[src/timer_consts.vh]
// constants for the timer compare and capture block
`ifndef TIMER_CONSTS_VH
`define TIMER_CONSTS_VH
`define ADDR_CTRL 8'h00
`define ADDR_STATUS 8'h04
`define ADDR_CMP_HIGH 8'h08
`define ADDR_CMP_LOW 8'h0C
`define ADDR_COUNTER 8'h10
`define ADDR_CAP_HIGH 8'h14
`define ADDR_CAP_LOW 8'h18
`define ADDR_IRQ_MASK 8'h1C
`define CTRL_CLK_SEL_LSB 0
`define CTRL_EXT_BIT 2
`define CTRL_PIN_EN_BIT 3
`define CTRL_LEVEL_BIT 4
`define CTRL_CAP_FALL_BIT 5
`define CTRL_RESET 8'h00
`define ST_CMP_BIT 0
`define ST_CAP_BIT 1
`define ST_OVF_BIT 2
`define CMP_RESET 16'hFFFF
`define CNT_RESET 16'hFFFC
`define CNT_MAX 16'hFFFF
`define RESP_OKAY 2'h0
`define RESP_SLVERR 2'h2
`endif

[src/tick_gen.v]
// timer tick source: prescaled core clock or external clock edges
`timescale 1ns/1ps
module tick_gen (
  input wire core_clk,
  input wire sys_rst,
  input wire [1:0] clk_sel,
  input wire ext_sel,
  input wire ext_clk_pin,
  output reg tick
);
  reg [2:0] div_q;
  reg [2:0] ext_sync_q;
  wire [2:0] div_last;
  assign div_last = (clk_sel == 2'h0) ? 3'h1 : (clk_sel == 2'h1) ? 3'h3 : 3'h7;
  always @(posedge core_clk) begin
    if (sys_rst) begin
      div_q <= 3'h0;
      ext_sync_q <= 3'h0;
      tick <= 1'b0;
    end else begin
      ext_sync_q <= {ext_sync_q[1:0], ext_clk_pin};
      if (ext_sel) begin
        div_q <= 3'h0;
        tick <= ext_sync_q[1] & ~ext_sync_q[2];
      end else if (div_q >= div_last) begin
        div_q <= 3'h0;
        tick <= 1'b1;
      end else begin
        div_q <= div_q + 3'h1;
        tick <= 1'b0;
      end
    end
  end
endmodule // tick_gen

[src/capture_unit.v]
// capture input synchroniser, edge detect and latch
`timescale 1ns/1ps
module capture_unit (
  input wire core_clk,
  input wire sys_rst,
  input wire capture_input_pin,
  input wire fall_edge,
  input wire disarm,
  input wire rearm,
  input wire [15:0] counter,
  output reg [15:0] capture_value,
  output reg capture_event
);
  reg [2:0] sync_q;
  reg armed_q;
  wire edge_seen;
  wire take_edge;
  // rising edge by default, falling when selected
  assign edge_seen = fall_edge ? (sync_q[2] & ~sync_q[1]) : (sync_q[1] & ~sync_q[2]);
  assign take_edge = edge_seen & armed_q & ~disarm;
  // event straight from the detector: a registered event would add a third clock of delay
  always @* begin
    capture_event = take_edge;
  end
  always @(posedge core_clk) begin
    if (sys_rst) begin
      sync_q <= 3'h0;
      armed_q <= 1'b1;
      capture_value <= 16'h0000;
    end else begin
      sync_q <= {sync_q[1:0], capture_input_pin};
      if (disarm) begin
        armed_q <= 1'b0;
      end else if (rearm) begin
        armed_q <= 1'b1;
      end
      if (take_edge) begin
        capture_value <= counter;
      end
    end
  end
endmodule // capture_unit

[src/timer_output_compare.v]
// timer compare/capture block with axi4-lite register slave
//
// Decided for this implementation: the placing of the registers and the AXI4-Lite interface to the registers.
`timescale 1ns/1ps
`include "timer_consts.vh"
module timer_output_compare (
  input wire core_clk,
  input wire sys_rst,
  input wire [7:0] s_axi_awaddr,
  input wire s_axi_awvalid,
  output reg s_axi_awready,
  input wire [31:0] s_axi_wdata,
  input wire [3:0] s_axi_wstrb,
  input wire s_axi_wvalid,
  output reg s_axi_wready,
  output reg [1:0] s_axi_bresp,
  output reg s_axi_bvalid,
  input wire s_axi_bready,
  input wire [7:0] s_axi_araddr,
  input wire s_axi_arvalid,
  output reg s_axi_arready,
  output reg [31:0] s_axi_rdata,
  output reg [1:0] s_axi_rresp,
  output reg s_axi_rvalid,
  input wire s_axi_rready,
  input wire ext_clk_pin,
  input wire capture_input_pin,
  output reg compare_output_pin,
  output reg compare_output_oe,
  output reg irq
);
  reg [7:0] ctrl_q;
  reg [2:0] mask_q;
  reg [2:0] status_q;
  reg [15:0] counter_q;
  reg [15:0] compare_value_q;
  reg cmp_inhibit_q;
  reg cmp_armed_clear_q;
  reg [7:0] aw_addr_q;
  reg aw_have_q;
  reg [31:0] w_data_q;
  reg [3:0] w_strb_q;
  reg w_have_q;
  wire tick;
  wire [15:0] capture_value;
  wire capture_event;
  wire do_write;
  wire do_read;
  wire [7:0] rd_addr;
  wire cmp_match;
  wire cnt_wrap;
  wire low_access;
  wire cap_high_read;
  wire cap_low_read;
  reg [31:0] rd_mux;
  reg rd_ok;

  // decoding used by both the read and write paths
  function addr_is;
    input [7:0] a;
    input [7:0] ref_addr;
    begin
      addr_is = (a[7:2] == ref_addr[7:2]);
    end
  endfunction

  function addr_mapped;
    input [7:0] a;
    begin
      addr_mapped = (a[7:2] <= `ADDR_IRQ_MASK >> 2);
    end
  endfunction

  tick_gen u_tick (
    .core_clk(core_clk),
    .sys_rst(sys_rst),
    .clk_sel(ctrl_q[`CTRL_CLK_SEL_LSB+1:`CTRL_CLK_SEL_LSB]),
    .ext_sel(ctrl_q[`CTRL_EXT_BIT]),
    .ext_clk_pin(ext_clk_pin),
    .tick(tick)
  );

  // capture runs on its own path, untouched by compare state
  capture_unit u_cap (
    .core_clk(core_clk),
    .sys_rst(sys_rst),
    .capture_input_pin(capture_input_pin),
    .fall_edge(ctrl_q[`CTRL_CAP_FALL_BIT]),
    .disarm(cap_high_read),
    .rearm(cap_low_read),
    .counter(counter_q),
    .capture_value(capture_value),
    .capture_event(capture_event)
  );

  assign do_write = aw_have_q & w_have_q & ~s_axi_bvalid;
  assign do_read = s_axi_arvalid & s_axi_arready;
  assign rd_addr = s_axi_araddr;
  assign low_access = (do_write & addr_is(aw_addr_q, `ADDR_CMP_LOW)) |
    (do_read & addr_is(rd_addr, `ADDR_CMP_LOW));
  assign cap_high_read = do_read & addr_is(rd_addr, `ADDR_CAP_HIGH);
  assign cap_low_read = do_read & addr_is(rd_addr, `ADDR_CAP_LOW);
  // match holds while counter equals compare and no high byte write awaits its low byte, whichever clock source
  assign cmp_match = (counter_q == compare_value_q) & ~cmp_inhibit_q;
  assign cnt_wrap = tick & (counter_q == `CNT_MAX);

  always @(posedge core_clk) begin
    if (sys_rst) begin
      counter_q <= `CNT_RESET;
    end else if (tick) begin
      counter_q <= counter_q + 16'h0001;
    end
  end

  // write address and data taken independently, response after both
  always @(posedge core_clk) begin
    if (sys_rst) begin
      s_axi_awready <= 1'b1;
      s_axi_wready <= 1'b1;
      aw_have_q <= 1'b0;
      w_have_q <= 1'b0;
      aw_addr_q <= 8'h00;
      w_data_q <= 32'h00000000;
      w_strb_q <= 4'h0;
      s_axi_bvalid <= 1'b0;
      s_axi_bresp <= `RESP_OKAY;
    end else begin
      if (s_axi_awvalid & s_axi_awready) begin
        aw_addr_q <= s_axi_awaddr;
        aw_have_q <= 1'b1;
        s_axi_awready <= 1'b0;
      end
      if (s_axi_wvalid & s_axi_wready) begin
        w_data_q <= s_axi_wdata;
        w_strb_q <= s_axi_wstrb;
        w_have_q <= 1'b1;
        s_axi_wready <= 1'b0;
      end
      if (do_write) begin
        aw_have_q <= 1'b0;
        w_have_q <= 1'b0;
        s_axi_bvalid <= 1'b1;
        s_axi_bresp <= addr_mapped(aw_addr_q) ? `RESP_OKAY : `RESP_SLVERR;
      end
      if (s_axi_bvalid & s_axi_bready) begin
        s_axi_bvalid <= 1'b0;
        s_axi_awready <= 1'b1;
        s_axi_wready <= 1'b1;
      end
    end
  end

  // register writes; byte lane 0 carries every field
  always @(posedge core_clk) begin
    if (sys_rst) begin
      ctrl_q <= `CTRL_RESET;
      mask_q <= 3'h0;
      compare_value_q <= `CMP_RESET;
      cmp_inhibit_q <= 1'b0;
    end else if (do_write & w_strb_q[0]) begin
      if (addr_is(aw_addr_q, `ADDR_CTRL)) begin
        ctrl_q <= w_data_q[7:0];
      end
      if (addr_is(aw_addr_q, `ADDR_IRQ_MASK)) begin
        mask_q <= w_data_q[2:0];
      end
      if (addr_is(aw_addr_q, `ADDR_CMP_HIGH)) begin
        compare_value_q[15:8] <= w_data_q[7:0];
        cmp_inhibit_q <= 1'b1;
      end
      if (addr_is(aw_addr_q, `ADDR_CMP_LOW)) begin
        compare_value_q[7:0] <= w_data_q[7:0];
        cmp_inhibit_q <= 1'b0;
      end
    end
  end

  // compare flag: status read while set arms the clear, low access completes it
  always @(posedge core_clk) begin
    if (sys_rst) begin
      status_q <= 3'h0;
      cmp_armed_clear_q <= 1'b0;
    end else begin
      if (do_read & addr_is(rd_addr, `ADDR_STATUS) & status_q[`ST_CMP_BIT]) begin
        cmp_armed_clear_q <= 1'b1;
      end else if (low_access) begin
        cmp_armed_clear_q <= 1'b0;
      end
      // set wins over any clear in the same cycle
      if (cmp_match) begin
        status_q[`ST_CMP_BIT] <= 1'b1;
      end else if (low_access & cmp_armed_clear_q) begin
        status_q[`ST_CMP_BIT] <= 1'b0;
      end
      if (capture_event) begin
        status_q[`ST_CAP_BIT] <= 1'b1;
      end else if (do_read & addr_is(rd_addr, `ADDR_STATUS)) begin
        status_q[`ST_CAP_BIT] <= 1'b0;
      end
      if (cnt_wrap) begin
        status_q[`ST_OVF_BIT] <= 1'b1;
      end else if (do_read & addr_is(rd_addr, `ADDR_STATUS)) begin
        status_q[`ST_OVF_BIT] <= 1'b0;
      end
    end
  end

  // pin drives only when enabled; level loaded on match while enabled
  always @(posedge core_clk) begin
    if (sys_rst) begin
      compare_output_pin <= 1'b0;
      compare_output_oe <= 1'b0;
      irq <= 1'b0;
    end else begin
      compare_output_oe <= ctrl_q[`CTRL_PIN_EN_BIT];
      if (cmp_match & ctrl_q[`CTRL_PIN_EN_BIT]) begin
        compare_output_pin <= ctrl_q[`CTRL_LEVEL_BIT];
      end
      irq <= |(status_q & mask_q);
    end
  end

  always @* begin
    rd_mux = 32'h00000000;
    rd_ok = addr_mapped(rd_addr);
    case ({2'h0, rd_addr[7:2]})
      `ADDR_CTRL >> 2: rd_mux = {24'h000000, ctrl_q};
      `ADDR_STATUS >> 2: rd_mux = {29'h0, status_q};
      `ADDR_CMP_HIGH >> 2: rd_mux = {24'h000000, compare_value_q[15:8]};
      `ADDR_CMP_LOW >> 2: rd_mux = {24'h000000, compare_value_q[7:0]};
      `ADDR_COUNTER >> 2: rd_mux = {16'h0000, counter_q};
      `ADDR_CAP_HIGH >> 2: rd_mux = {24'h000000, capture_value[15:8]};
      `ADDR_CAP_LOW >> 2: rd_mux = {24'h000000, capture_value[7:0]};
      `ADDR_IRQ_MASK >> 2: rd_mux = {29'h0, mask_q};
      default: rd_mux = 32'h00000000;
    endcase
  end

  always @(posedge core_clk) begin
    if (sys_rst) begin
      s_axi_arready <= 1'b1;
      s_axi_rvalid <= 1'b0;
      s_axi_rdata <= 32'h00000000;
      s_axi_rresp <= `RESP_OKAY;
    end else begin
      if (do_read) begin
        s_axi_arready <= 1'b0;
        s_axi_rvalid <= 1'b1;
        s_axi_rdata <= rd_mux;
        s_axi_rresp <= rd_ok ? `RESP_OKAY : `RESP_SLVERR;
      end else if (s_axi_rvalid & s_axi_rready) begin
        s_axi_rvalid <= 1'b0;
        s_axi_arready <= 1'b1;
      end
    end
  end
endmodule // timer_output_compare

[config.mk]
export PLATFORM = sky130hd
export DESIGN_NAME = timer_output_compare
export DESIGN_NICKNAME = d
export VERILOG_FILES = /design/src/tick_gen.v /design/src/capture_unit.v /design/src/timer_output_compare.v
export VERILOG_INCLUDE_DIRS = /design/src
export SDC_FILE = /design/constraint.sdc
export NUM_CORES = 1
export LEC_CHECK = 0
export BUFFER_PORTS_ARGS = -buffer_cell sky130_fd_sc_hd__buf_2
export CAP_MARGIN = 20
export CORE_MARGIN = 3
export CORE_UTILIZATION = 55
export CTS_CLUSTER_SIZE = 30
export DETAILED_ROUTE_END_ITERATION = 8
export PLACE_DENSITY_LB_ADDON = 0.08
export SETUP_SLACK_MARGIN = 0.15
export SYNTH_ARGS = -nofsm -noshare
export SYNTH_HDL_FRONTEND = slang
export SYNTH_SLANG_ARGS = --single-unit
[constraint.sdc]
create_clock -name core_clk -period 2.7 [get_ports core_clk]
set_input_delay 0.54 -clock core_clk [delete_from_list [all_inputs] [get_ports core_clk]]
set_output_delay 0.54 -clock core_clk [all_outputs]
set_load 0.005 [all_outputs]
==> out/metrics.csv <==
stage,metric,value,unit
timing,min_period_over_period,0.7836,
critical_path,cpPeakStageDelay,0.50,ns
synthesis,synth_top_family_by_area,simple AND/OR/NAND/NOR gates,
timing,setup_violations,0,
drt,drc_errors,0,
timing,finalHoldViolations,0,
clock_tree,ctsResizeCount,0,
synthesis,syn-cell-area,5209,sq um
critical_path,critPathSlowestCell,dfxtp_1,
place,place_congestion,0.9214,
global_routing,first_global_vias,3911,
synthesis,synth.area.mux_share,0.08816,
run_status,status,finished clean,
floorplan,die_h,103.3,um
critical_path,r2r_slack,0.58,ns
synthesis,synth_ff_type,dfxtp_1,
critical_path,path_delay_family,simple AND/OR/NAND/NOR gates,
global_routing,grt.overflow.total,0,
drt,wl_per_cell,15.54,um
synthesis,synth_area_leader_cell,dfxtp_1,
drt,routed-via-count,4174,
power_and_ir_drop,ir_drop,0.0005816,V
floorplan,rows,34,
cells_and_area,final_cells,771,
clock_tree,cts_max_level,4,
critical_path,start_kind,flop,
place,hpwl,8.251,mm
synthesis,yosysWarningCount,0,
timing,final.setup.worst_slack,0.5843,ns
cells_and_area,regArea,2362,sq um
synthesis,netlist_top_cells_area,"dfxtp_1, mux2i_1, nor2_1, a21oi_1, nand2_1",
synthesis,yosysTopAreaCellShare,0.4535,
cells_and_area,syn_to_final_growth,17.61,%
clock_tree,ctsHoldBuffers,0,
timing,rsz0062_at_grt,no,
power_and_ir_drop,pwr_density_cell,751.5,nW/um^2
cells_and_area,design_area,6126,sq um
floorplan,initial_core_util,0.5803,
cells_and_area,multi_input_area,2555,sq um
power_and_ir_drop,total_leakage_power,2.624,nW
place,pre_cts_ws,0.4824,ns
flow_run,cap_violations,0,
critical_path,crit_type,flop to flop,
clock_tree,cts.clk_slew.worst_paths,0.06,ns
timing,worst_pin_slew,0.9068,ns
synthesis,synthAdderAreaFrac,0.009608,
floorplan,ios,105,
global_routing,grt_max_degree,117,
clock_tree,insertion_delay,0.52,ns
drt,antenna_left,0,
synthesis,synthXorXnorAreaFrac,0.03699,
global_routing,grt_pass1_wl,19.43,mm
synthesis,synth_edf_count,0,
timing,max_freq,0.4727,GHz
worst_hold_path,hp-class,primary input to flop,
floorplan,core_area,8976,sq um
timing,final-max-slew-violation-count,0,
synthesis,synth_compound_area_frac,0.1494,
synthesis,yosysUniqueCellTypes,49,
global_routing,antenna_found_initial,0,
place,io_buffers,55,
clock_tree,cts_tree,built,
synthesis,synth-seq-cells,118,
floorplan,die-area,10670,sq um
synthesis,synthSimpleGateAreaFrac,0.1922,
place,placedCellCount,738,
critical_path,path_buf_inv,0,
global_routing,grt_usage,0.2379,
clock_tree,postCtsSetupBuffers,0,
synthesis,synth_area_per_cell,8.813,sq um
drt,drt_iter0_markers,188,
clock_tree,cts_made_buffers,17,
place,place_area,5482,sq um
timing,finalSetupTns,0,ns
timing,relSlewSlack,0.3908,
synthesis,synthArstFlopShare,0,
synthesis,yosysSeqAreaShare,0.4535,
critical_path,crit_path_end_kind,flop,
timing,fin_worst_skew,0.007022,ns
cells_and_area,fill_cells,738,
critical_path,crit_fanout,7,
drt,wirelength,11.98,mm
cells_and_area,final_nets,697,
floorplan,die_w,103.3,um
critical_path,cp.required,3.09,ns
clock_tree,cts.sinks,118,
drt,vias_per_cell,5.414,
timing,fin_crit,2.116,ns
critical_path,arrival,2.50,ns
critical_path,path_cells,"and4_1, nand2_1, or3_1, o21ai_0, or3b_2",
drt,drt-pass1-iter-count,5,
cells_and_area,drive_gt1_frac,0.1674,
power_and_ir_drop,power,4.604,mW
clock_tree,root_buffer,clkbuf_8,
clock_tree,cts_buffer_depth,2,
synthesis,postSynthCellCount,591,
cells_and_area,n_antenna_cell,0,
[worst paths after layout]
path	start	to	cells past startpoint
setup / recovery	counter_q[0]$_SDFFE_PP0P_	counter_q[15]$_SDFFE_PP1P_	5
hold / removal	ext_clk_pin	u_tick.ext_sync_q[0]$_SDFF_PP0_	2
setup reg to reg	counter_q[0]$_SDFFE_PP0P_	counter_q[15]$_SDFFE_PP1P_	5
hold reg to reg	u_tick.ext_sync_q[1]$_SDFF_PP0_	u_tick.ext_sync_q[2]$_SDFF_PP0_	2
[cells in the mapped netlist (2+ instances only)]
| master | instances |
|---|---|
| inv_1 | 17 |
| a2bb2oi_1 | 5 |
| o221ai_1 | 3 |
| a211o_1 | 14 |
| and4_1 | 2 |
| buf_2 | 4 |
| ha_1 | 4 |
| nor2b_1 | 12 |
| nand2_1 | 47 |
| xor2_1 | 9 |
| nor2_1 | 80 |
| mux2i_1 | 38 |
| nor4_1 | 2 |
| buf_1 | 2 |
| o211ai_1 | 4 |
| or3b_2 | 3 |
| nor3_1 | 12 |
| xnor2_1 | 13 |
| mux2_2 | 7 |
| a22oi_1 | 18 |
| nand3_1 | 17 |
| nand2b_1 | 15 |
| o21ai_0 | 12 |
| nand4_1 | 7 |
| a221oi_1 | 4 |
| o21bai_1 | 8 |
| clkbuf_1 | 33 |
| a21oi_1 | 37 |
| dfxtp_1 | 118 |
| a22o_1 | 3 |
| buf_4 | 18 |
| and2_1 | 3 |
| or3_1 | 4 |
[sequential cells by signal, indices dropped and copies added, names as in the netlist, 3 cells and up]
| name | count |
|---|---|
| mask_q | 3 |
| s_axi_rdata | 16 |
| compare_value_q | 16 |
| u_tick.ext_sync_q | 3 |
| ctrl_q | 8 |
| u_tick.div_q | 3 |
| u_cap.sync_q | 3 |
| w_data_q | 8 |
| u_cap.capture_value | 16 |
| counter_q | 16 |
| status_q | 3 |
| aw_addr_q | 6 |
[area by class of cell]
| type | count | share of cell area |
|---|---|---|
| clock buffer | 18 | 0.06822 |
| tap | 126 | 0.02574 |
| multi-input combinational | 415 | 0.4171 |
| clock inverter | 14 | 0.03248 |
| timing repair buffer | 63 | 0.06046 |
| sequential | 118 | 0.3856 |
| inverter | 17 | 0.01042 |
[power by group]
| part | switching (mW) | internal (mW) |
|---|---|---|
| Combinational | 0.194 | 0.174 |
| Sequential | 0.0831 | 1.82 |
| Clock | 0.825 | 1.51 |
[cell families (layout without fill, tap and decap cells)]
family | Yosys count | after routing
muxes | 45 | 45
adders and majority gates | 4 | 4
DFF | 118 | 118
xor gates and xnor gates | 22 | 22
other | 1 | 18
buffers and inverters | 75 | 112
and+or+nand+nor | 212 | 212
AOI/OAI and AO/OA | 114 | 114
[worst reg2reg max path, stage by stage (launching register included)]
cell and delay (ns):
dfxtp_1 0.50, and4_1 0.28, nand2_1 0.07, or3_1 0.48
o21ai_0 0.18, or3b_2 0.47
[metrics by stage]
step | hold WS, ns | utilization
2_1_floorplan | 0.4046 | -
3_3_place_gp | 0.4145 | 0.6107
3_5_place_dp | 0.4141 | 0.6107
6_report | 0.2369 | 0.6825
5_1_grt | 0.2364 | 0.6825
4_1_cts | 0.2200 | 0.6794
[cells in the final DEF, fill, tap and decap left out, drive strengths merged, types with 8 or more instances in the layout]
master	n
xor2	9
a21oi	37
nor2	80
inv	20
a22oi	18
nand2b	15
nand2	47
o21ai	12
a211o	14
nand3	17
nor2b	12
conb	18
xnor2	13
nor3	12
buf	63
clkbuf	18
mux2i	38
o21bai	8
dfxtp	118
[routing by layer]
layer	GRT usage	vias up	part of all wire
li1	-	2105	-
met1	0.3090	1947	0.45
met2	0.3902	111	0.49
met3	0.06103	11	0.045
met4	0.07371	0	0.013
met5	0	-	0
Note: power is estimated with default switching activity, not from simulation.
